[config.mk]
export PLATFORM = sky130hd
export DESIGN_NAME = pct_timer
export DESIGN_NICKNAME = d
export VERILOG_FILES = /design/src/design/pct_pkg.sv /design/src/design/pct_timer.sv
export VERILOG_INCLUDE_DIRS = /design/src /design/src/design
export SDC_FILE = /design/constraint.sdc
export NUM_CORES = 1
export LEC_CHECK = 0
export BUFFER_PORTS_ARGS = -buffer_cell sky130_fd_sc_hd__buf_2
export CORE_MARGIN = 2
export CORE_UTILIZATION = 29
export DETAILED_ROUTE_END_ITERATION = 10
export GPL_TIMING_DRIVEN = 0
export PLACE_DENSITY = 0.48
export SLEW_MARGIN = 20
export SYNTH_ARGS = -nofsm -noshare
export SYNTH_HDL_FRONTEND = slang
export SYNTH_SLANG_ARGS = --single-unit
[constraint.sdc]
create_clock -name ref_clk -period 4.5 [get_ports ref_clk]
set_clock_uncertainty 0.2 [all_clocks]
set_input_delay 0.225 -clock ref_clk [delete_from_list [all_inputs] [get_ports ref_clk]]
set_output_delay 0.225 -clock ref_clk [all_outputs]
set_load 0.1 [all_outputs]
[src/design/pct_map.svh]
// Register offsets, field positions, reset values and timing counts of one timer channel
`ifndef PCT_MAP_SVH
`define PCT_MAP_SVH

// Register word offsets (byte addresses)
`define PCT_OFS_CTRL      8'h00
`define PCT_OFS_PRESCALE  8'h04
`define PCT_OFS_COMPARE   8'h08
`define PCT_OFS_IRQ_EN    8'h0C
`define PCT_OFS_FLAG      8'h10
`define PCT_OFS_COUNTER   8'h14

// Control register fields
`define PCT_CTRL_RUN       0
`define PCT_CTRL_MODE_LO   4
`define PCT_CTRL_MODE_HI   5
`define PCT_CTRL_CONV_EN   8
`define PCT_CTRL_DMA_EN    10
`define PCT_CTRL_TRIG_SRC  11
`define PCT_CTRL_EVT_MODE  12
`define PCT_CTRL_EDGE_SEL  13
`define PCT_CTRL_DEBOUNCE  14
`define PCT_CTRL_CLK_LO    16
`define PCT_CTRL_CLK_HI    18

// Flag and enable bit
`define PCT_FLAG_MATCH     0

// Reset values
`define PCT_RST_WORD       32'h0000_0000
`define PCT_RST_COUNT      24'h00_0000
`define PCT_RST_TOGGLE     1'b1

// Debounce depth in clock cycles and number of clock sources
`define PCT_DEBOUNCE_CYC   3
`define PCT_NUM_CLK_SRC    6

`endif

[src/design/pct_pkg.sv]
// Types shared by the timer channel
package pct_pkg;

   // Counting modes as held in the mode field
   typedef enum logic [1:0] {
      PCT_ONE_SHOT   = 2'b00,
      PCT_PERIODIC   = 2'b01,
      PCT_TOGGLE     = 2'b10,
      PCT_CONTINUOUS = 2'b11
   } pct_mode_t;

endpackage

[src/design/pct_timer.sv]
// One prescaled compare timer channel with register port, event input and trigger outputs
//
// Chosen here: strobed register access and the placing of the registers.
`timescale 1ns/100ps
`include "pct_map.svh"

// What this block does
// - 8-bit prescaler, 24-bit counter, compare, one irq
// - Own clock source picked from six
// - One-shot mode counts once run bit set
// - One-shot match: flag, clear counter, stop
// - Flag and enable raise interrupt request
// - Periodic match: flag, clear, keep counting
// - Periodic repeats until run bit cleared
// - Toggle mode: periodic plus pin inversion
// - Toggle pin starts high, 50% duty
// - Continuous match: flag set, counter continues
// - Continuous counter wraps at 24-bit maximum
// - Compare rewritable while continuous counting runs
// - Live counter readable in bits 23:0
// - Event mode counts pin events, not ticks
// - Debounce filter switched by control bit 14
// - Control bit 13 selects counted edge
// - Event counting works in every mode
// - Interrupt request doubles as wake-up
// - Time-out triggers converter, DMA; capture never fires
// - Paired channels share one trigger line
// - Control bit 11 picks trigger source
// - Control bit 8 enables converter trigger
// - Control bit 10 enables DMA trigger
module pct_timer
   import pct_pkg::*;
#(
   parameter int ADDR_W  = 8,
   parameter int COUNT_W = 24,
   parameter int PRE_W   = 8
) (
   input  wire logic              ref_clk,
   input  wire logic              rst_n,
   input  wire logic [ADDR_W-1:0] regAddr,
   input  wire logic [31:0]       wrData,
   input  wire logic              wrStrobe,
   input  wire logic              rdStrobe,
   output logic      [31:0]       rdData,
   input  wire logic [5:0]        srcTick,
   input  wire logic              eventInputPin,
   output logic                   toggleOutPin,
   output logic                   irqReq,
   output logic                   wakeReq,
   output logic                   adcTrig,
   output logic                   dmaTrig,
   output logic                   pairTrig
);

   ////////////////////////////////////////////////////////////////////////////
   // Registers

   logic                run_reg;
   pct_mode_t           countModeSel_reg;
   logic                convTrigEn_reg;
   logic                dmaTrigEn_reg;
   logic                trigSrcSel_reg;
   logic                eventMode_reg;
   logic                eventEdgeSel_reg;
   logic                eventDebounceEn_reg;
   logic [2:0]          clkSrcSel_reg;
   logic [PRE_W-1:0]    prescaleDiv_reg;
   logic [PRE_W-1:0]    prescaleCount_reg;
   logic [COUNT_W-1:0]  compareValue_reg;
   logic [COUNT_W-1:0]  countValue_reg;
   logic                matchIrqEn_reg;
   logic                matchFlag_reg;
   logic                toggle_reg;
   logic [`PCT_DEBOUNCE_CYC-1:0] evtSamp_reg;
   logic                evtLevel_reg;
   logic                evtPrev_reg;
   logic                trigPulse_reg;
   logic [31:0]         rdData_reg;

   ////////////////////////////////////////////////////////////////////////////
   // Address decode

   // Write strobe qualified by register offset
   function automatic logic hitAddr(input logic [ADDR_W-1:0] a, input logic [7:0] ofs);
      hitAddr = (a == ADDR_W'(ofs));
   endfunction

   wire wrCtrl    = wrStrobe && hitAddr(regAddr, `PCT_OFS_CTRL);
   wire wrPre     = wrStrobe && hitAddr(regAddr, `PCT_OFS_PRESCALE);
   wire wrCmp     = wrStrobe && hitAddr(regAddr, `PCT_OFS_COMPARE);
   wire wrIen     = wrStrobe && hitAddr(regAddr, `PCT_OFS_IRQ_EN);
   wire wrFlag    = wrStrobe && hitAddr(regAddr, `PCT_OFS_FLAG);
   wire wrCount   = wrStrobe && hitAddr(regAddr, `PCT_OFS_COUNTER);
   wire flagClear = wrFlag && wrData[`PCT_FLAG_MATCH];

   ////////////////////////////////////////////////////////////////////////////
   // Clock source and prescaler

   // Kernel tick from the selected source; codes above five select nothing
   wire kernelTick = (clkSrcSel_reg < 3'(`PCT_NUM_CLK_SRC)) &&
                     srcTick[clkSrcSel_reg];
   wire prescWrap  = run_reg && kernelTick &&
                     (prescaleCount_reg == prescaleDiv_reg);

   ////////////////////////////////////////////////////////////////////////////
   // Event input filter and edge detect

   // Debounce wants every sample equal, which is why the pin rate must stay low
   wire evtStable = (&evtSamp_reg) || !(|evtSamp_reg);
   wire evtLevelNext = eventDebounceEn_reg ?
                       (evtStable ? evtSamp_reg[0] : evtLevel_reg) :
                       evtSamp_reg[0];
   wire eventEdge = (evtLevel_reg != evtPrev_reg) &&
                    (evtLevel_reg == eventEdgeSel_reg);

   ////////////////////////////////////////////////////////////////////////////
   // Counter advance and compare

   // Events replace prescaled ticks in any mode
   wire countAdvance = run_reg &&
                       (eventMode_reg ? eventEdge : prescWrap);
   wire [COUNT_W-1:0] countInc = COUNT_W'(countValue_reg + 1'b1);
   // Compare read live each cycle, so a new value takes effect at once
   wire matchHit = countAdvance && (countInc == compareValue_reg);
   wire autoClear = (countModeSel_reg != PCT_CONTINUOUS);
   wire autoStop  = (countModeSel_reg == PCT_ONE_SHOT);

   // No capture unit here, so the capture source never fires
   wire captureHit = 1'b0;
   wire trigEvent  = trigSrcSel_reg ? captureHit : matchHit;

   ////////////////////////////////////////////////////////////////////////////
   // Output decode

   assign irqReq       = matchFlag_reg && matchIrqEn_reg;
   assign wakeReq      = irqReq;
   assign adcTrig      = trigPulse_reg && convTrigEn_reg;
   assign dmaTrig      = trigPulse_reg && dmaTrigEn_reg;
   assign pairTrig     = trigPulse_reg;
   assign toggleOutPin = toggle_reg;
   assign rdData       = rdData_reg;

   // Read mux; unmapped offsets read zero
   logic [31:0] rdMux;
   always_comb begin
      rdMux = `PCT_RST_WORD;
      if (hitAddr(regAddr, `PCT_OFS_CTRL)) begin
         rdMux[`PCT_CTRL_RUN]                          = run_reg;
         rdMux[`PCT_CTRL_MODE_HI:`PCT_CTRL_MODE_LO]    = countModeSel_reg;
         rdMux[`PCT_CTRL_CONV_EN]                      = convTrigEn_reg;
         rdMux[`PCT_CTRL_DMA_EN]                       = dmaTrigEn_reg;
         rdMux[`PCT_CTRL_TRIG_SRC]                     = trigSrcSel_reg;
         rdMux[`PCT_CTRL_EVT_MODE]                     = eventMode_reg;
         rdMux[`PCT_CTRL_EDGE_SEL]                     = eventEdgeSel_reg;
         rdMux[`PCT_CTRL_DEBOUNCE]                     = eventDebounceEn_reg;
         rdMux[`PCT_CTRL_CLK_HI:`PCT_CTRL_CLK_LO]      = clkSrcSel_reg;
      end else if (hitAddr(regAddr, `PCT_OFS_PRESCALE)) begin
         rdMux[PRE_W-1:0] = prescaleDiv_reg;
      end else if (hitAddr(regAddr, `PCT_OFS_COMPARE)) begin
         rdMux[COUNT_W-1:0] = compareValue_reg;
      end else if (hitAddr(regAddr, `PCT_OFS_IRQ_EN)) begin
         rdMux[`PCT_FLAG_MATCH] = matchIrqEn_reg;
      end else if (hitAddr(regAddr, `PCT_OFS_FLAG)) begin
         rdMux[`PCT_FLAG_MATCH] = matchFlag_reg;
      end else if (hitAddr(regAddr, `PCT_OFS_COUNTER)) begin
         rdMux[COUNT_W-1:0] = countValue_reg;
      end
   end

   ////////////////////////////////////////////////////////////////////////////
   // Control register; a software write beats the one-shot auto stop

   always_ff @(posedge ref_clk) begin
      if (!rst_n) begin
         run_reg             <= 1'b0;
         countModeSel_reg    <= PCT_ONE_SHOT;
         convTrigEn_reg      <= 1'b0;
         dmaTrigEn_reg       <= 1'b0;
         trigSrcSel_reg      <= 1'b0;
         eventMode_reg       <= 1'b0;
         eventEdgeSel_reg    <= 1'b0;
         eventDebounceEn_reg <= 1'b0;
         clkSrcSel_reg       <= 3'h0;
      end else if (wrCtrl) begin
         run_reg             <= wrData[`PCT_CTRL_RUN];
         countModeSel_reg    <= pct_mode_t'(wrData[`PCT_CTRL_MODE_HI:`PCT_CTRL_MODE_LO]);
         convTrigEn_reg      <= wrData[`PCT_CTRL_CONV_EN];
         dmaTrigEn_reg       <= wrData[`PCT_CTRL_DMA_EN];
         trigSrcSel_reg      <= wrData[`PCT_CTRL_TRIG_SRC];
         eventMode_reg       <= wrData[`PCT_CTRL_EVT_MODE];
         eventEdgeSel_reg    <= wrData[`PCT_CTRL_EDGE_SEL];
         eventDebounceEn_reg <= wrData[`PCT_CTRL_DEBOUNCE];
         clkSrcSel_reg       <= wrData[`PCT_CTRL_CLK_HI:`PCT_CTRL_CLK_LO];
      end else if (matchHit && autoStop) begin
         run_reg <= 1'b0;
      end
   end

   // Plain data registers
   always_ff @(posedge ref_clk) begin
      if (!rst_n) begin
         prescaleDiv_reg  <= '0;
         compareValue_reg <= `PCT_RST_COUNT;
         matchIrqEn_reg   <= 1'b0;
      end else begin
         if (wrPre) prescaleDiv_reg <= wrData[PRE_W-1:0];
         if (wrCmp) compareValue_reg <= wrData[COUNT_W-1:0];
         if (wrIen) matchIrqEn_reg <= wrData[`PCT_FLAG_MATCH];
      end
   end

   // Prescaler divides the kernel tick by divider plus one, idle while stopped
   always_ff @(posedge ref_clk) begin
      if (!rst_n || !run_reg) begin
         prescaleCount_reg <= '0;
      end else if (kernelTick) begin
         prescaleCount_reg <= prescWrap ? '0 : PRE_W'(prescaleCount_reg + 1'b1);
      end
   end

   // Counter: auto clear in all but continuous mode; software load wins
   always_ff @(posedge ref_clk) begin
      if (!rst_n) begin
         countValue_reg <= `PCT_RST_COUNT;
      end else if (wrCount) begin
         countValue_reg <= wrData[COUNT_W-1:0];
      end else if (matchHit && autoClear) begin
         countValue_reg <= `PCT_RST_COUNT;
      end else if (countAdvance) begin
         countValue_reg <= countInc;
      end
   end

   // Sticky match flag; a new match beats a clear in the same cycle
   always_ff @(posedge ref_clk) begin
      if (!rst_n) begin
         matchFlag_reg <= 1'b0;
      end else if (matchHit) begin
         matchFlag_reg <= 1'b1;
      end else if (flagClear) begin
         matchFlag_reg <= 1'b0;
      end
   end

   // Toggle pin starts high and flips on each match in toggle mode
   always_ff @(posedge ref_clk) begin
      if (!rst_n) begin
         toggle_reg <= `PCT_RST_TOGGLE;
      end else if (matchHit && countModeSel_reg == PCT_TOGGLE) begin
         toggle_reg <= !toggle_reg;
      end
   end

   // Event sampling, filtered level and previous level
   always_ff @(posedge ref_clk) begin
      if (!rst_n) begin
         evtSamp_reg  <= '0;
         evtLevel_reg <= 1'b0;
         evtPrev_reg  <= 1'b0;
      end else begin
         evtSamp_reg  <= {evtSamp_reg[`PCT_DEBOUNCE_CYC-2:0], eventInputPin};
         evtLevel_reg <= evtLevelNext;
         evtPrev_reg  <= evtLevel_reg;
      end
   end

   // Trigger pulse and read data
   always_ff @(posedge ref_clk) begin
      if (!rst_n) begin
         trigPulse_reg <= 1'b0;
         rdData_reg    <= `PCT_RST_WORD;
      end else begin
         trigPulse_reg <= trigEvent;
         rdData_reg    <= rdStrobe ? rdMux : `PCT_RST_WORD;
      end
   end
endmodule

==> results.toml <==
[power]
power_frac_clock_pct = 39.3
total_switching_power_uw = 613
netSwitchingFraction_pct = 28.2
p_int_mw = 1.56
seqPwrFrac_pct = 45.8
pwr-share-comb_pct = 14.9
cellLeakagePower_nw = 2.66
cellPowerDensity_nw_per_um2 = 286
peak_supply_drop_v = 0.000177

[place]
placement.setup.worst_slack_ps = 250
io_buffers = 70
gp_congestion = 0.928
post_dp_cell_area_um2 = 7070
detailedPlacementHpwl_um = 17500

[hold_path]
min_delay_path_depth = 3
hold_class = "in -> reg"

[grt]
total_overflow_reported_by_the_global_router = 0
gr-usage-all-layers_pct = 19.8
maximum_number_of_pins_on_one_net_before_global_route_repair = 18
grt_antenna_before_repair = 0
first_global_vias = 5996
grt_first_pass_wirelength_um = 35800

[sta]
final_min_period_over_clock_period_pct = 95.0
rsz0062_at_grt = "no"
maxSlewHeadroom_pct = 32.9
setup_slack_ps = 224
number_of_setup_violations_in_the_final_report = 0
tightest_slew_ps = 999
hold_slack_ps = 3.20
period_minus_slack_ps = 4280
maxClockFrequency_mhz = 234
finalHoldViolations = 0
tns_ps = 0
drv_slew = 0

[status]
status = "complete, no violations"

[critical_path]
worst-setup-path-type = "reg -> reg"
setup.worst_path.start_class = "flop"
cp_data_arrival_time_ps = 4310
crit_fanout = 10
worstSetupEndpointType = "flop"
worst-endpoint-required_ps = 4540
rr_worst_depth = 10

[clock_network]
clkSlewWorstSetupHoldPaths_ps = 80
cts.sink_count = 109
h-tree-depth = 3
cts-buffers-inserted = 9
cts.repair_timing.setup_buffer_count = 0
clock_tree_from_tritoncts = "yes"
cts-root-to-sink-buffers = 2
clock_latency_ps = 360
clock-root-buffer = "sky130_fd_sc_hd__clkbuf_16"

[floorplanning]
placementRows = 54
die_height_um = 152
dieArea_um2 = 23100
die-width_um = 152
io_pins = 89
coreArea_um2 = 21600
initial_core_util_pct = 29.3

[routing]
via_count = 6387
remaining_drc_errors = 0
routed_via_density = 5.36
wl_per_cell_um = 19.6
detail_route.first_pass.iterations = 5
drt-total-wl_um = 23300
ant_nets = 0
drt_iter0_drc = 563

[yosys]
synth_warnings = 0
fraction_of_synthesis_flops_using_an_asynchronous_set_or_reset_pin_pct = 0
synth_flop_cell = "sky130_fd_sc_hd__dfxtp_1"
synth_seq_cells = 109
edff_count_synth = 0
synth_cell_type_count = 74
synth_cells = 795
syn_area_per_cell_um2 = 7.98
synth.cell_area_um2 = 6340
synth_sequential_area_ratio_pct = 34.4

[finish]
areaGrowthSynthToFinish_pct = 20.1
layout.core_utilization_pct = 35.2
final_net_count = 960
antenna-diode-count = 0
layout_cells_sized_above_1_pct = 14.3
post-route-cell-area_um2 = 7620
fillers = 2328
final_common_cell = "sky130_fd_sc_hd__nand2_1"
mostFrequentLayoutCells = "sky130_fd_sc_hd__nand2_1 (139), sky130_fd_sc_hd__dfxtp_1 (109), sky130_fd_sc_hd__buf_2 (79)"

[job]
max_cap_viol_count = 0
[layer usage]
layer  up-vias  GRT usage, %  wire length (µm)  share of wire [%]
li1       3067             -                 -                  -
met1      3045          27.3             10500                 45
met2       238          31.6             10600                 45
met3        37          2.80              1620                6.9
met4         0          6.68               663                2.8
met5         -             0                 0                  0
[area by class of cell]
cell class | instances | area [µm²] | share of cell area, %
inverter | 13 | 48.8 | 0.641
sequential | 109 | 2180 | 28.6
clock inverter | 4 | 55.1 | 0.723
tap | 280 | 350 | 4.60
timing repair buffer | 94 | 591 | 7.75
buffer | 71 | 342 | 4.48
multi-input combinational | 609 | 3800 | 49.9
clock buffer | 12 | 246 | 3.24
[cells in the mapped netlist, types with 8 or more instances]
cell type                  number  area share [%]
sky130_fd_sc_hd__a21boi_0      62             7.3
sky130_fd_sc_hd__a21oi_1       22             1.7
sky130_fd_sc_hd__a22oi_1       38             4.5
sky130_fd_sc_hd__and2_1        12             1.2
sky130_fd_sc_hd__and3_1        24             2.4
sky130_fd_sc_hd__buf_2          9            0.71
sky130_fd_sc_hd__buf_4         15             1.8
sky130_fd_sc_hd__clkbuf_1      46             2.7
sky130_fd_sc_hd__dfxtp_1      109              34
sky130_fd_sc_hd__inv_1         13            0.77
sky130_fd_sc_hd__nand2_1      139             8.2
sky130_fd_sc_hd__nand3_1       22             1.7
sky130_fd_sc_hd__nand4_1        8            0.79
sky130_fd_sc_hd__nor2_1        36             2.1
sky130_fd_sc_hd__nor2b_1        8            0.79
sky130_fd_sc_hd__nor3_1        16             1.3
sky130_fd_sc_hd__nor4_1        25             2.5
sky130_fd_sc_hd__o21ai_0       41             3.2
sky130_fd_sc_hd__xnor2_1       31             4.3
sky130_fd_sc_hd__xor2_1        15             2.1
[critical path, stage by stage (launching register included)]
cell                        delay, ps
sky130_fd_sc_hd__dfxtp_1          470
sky130_fd_sc_hd__ha_1             370
sky130_fd_sc_hd__nand3_4          190
sky130_fd_sc_hd__nor4_1           680
sky130_fd_sc_hd__mux2i_1          320
sky130_fd_sc_hd__or4b_4           560
sky130_fd_sc_hd__a2111oi_4        420
sky130_fd_sc_hd__nand4_2          290
sky130_fd_sc_hd__clkbuf_1         350
sky130_fd_sc_hd__o21ai_0          180
sky130_fd_sc_hd__a21boi_0         110
[power by group through the flow]
stage	clock network, mW	logic, mW	registers (mW)
detailed placement	0	0.302	1.02
global route	0.904	0.347	1.00
CTS	0.865	0.320	0.997
finish	0.857	0.324	0.997
floorplan	0	0.212	1.02
global placement	0	0.305	1.02
[kinds of logic (layout without fill, tap and decap cells)]
kind of cell	after synthesis	after routing	synth area share [%]
compound gates	213	213	23.9
xor+xnor	47	47	6.73
fa+ha+maj	2	2	0.394
buf+inv	84	194	6.16
flops	109	109	34.4
mux	5	5	1.01
other cells	1	8	0.0591
simple gates	334	334	27.3
[path summary, 6_finish.rpt]
path / startpoint / end / slack (ps)
min: wrData[5] / countModeSel_reg[1] / 3
min reg2reg: trigSrcSel_reg / trigSrcSel_reg / 280
max reg2reg: countValue_reg[1] / countValue_reg[6] / 220
max: countValue_reg[1] / countValue_reg[6] / 220
[stage by stage]
step           instances  total power [mW]
2_1_floorplan        802              1.23
3_3_place_gp        1152              1.32
3_5_place_dp        1152              1.32
4_1_cts             1192              2.18
5_1_grt             1192              2.25
6_report            1192              2.18
[timing repair]
item                                   4_1_cts  5_1_grt
resized for setup                            0        0
hold buffers                                24        0
endpoints found under the hold margin       40        0
No activity file was read; power rests on OpenSTA's default activity.
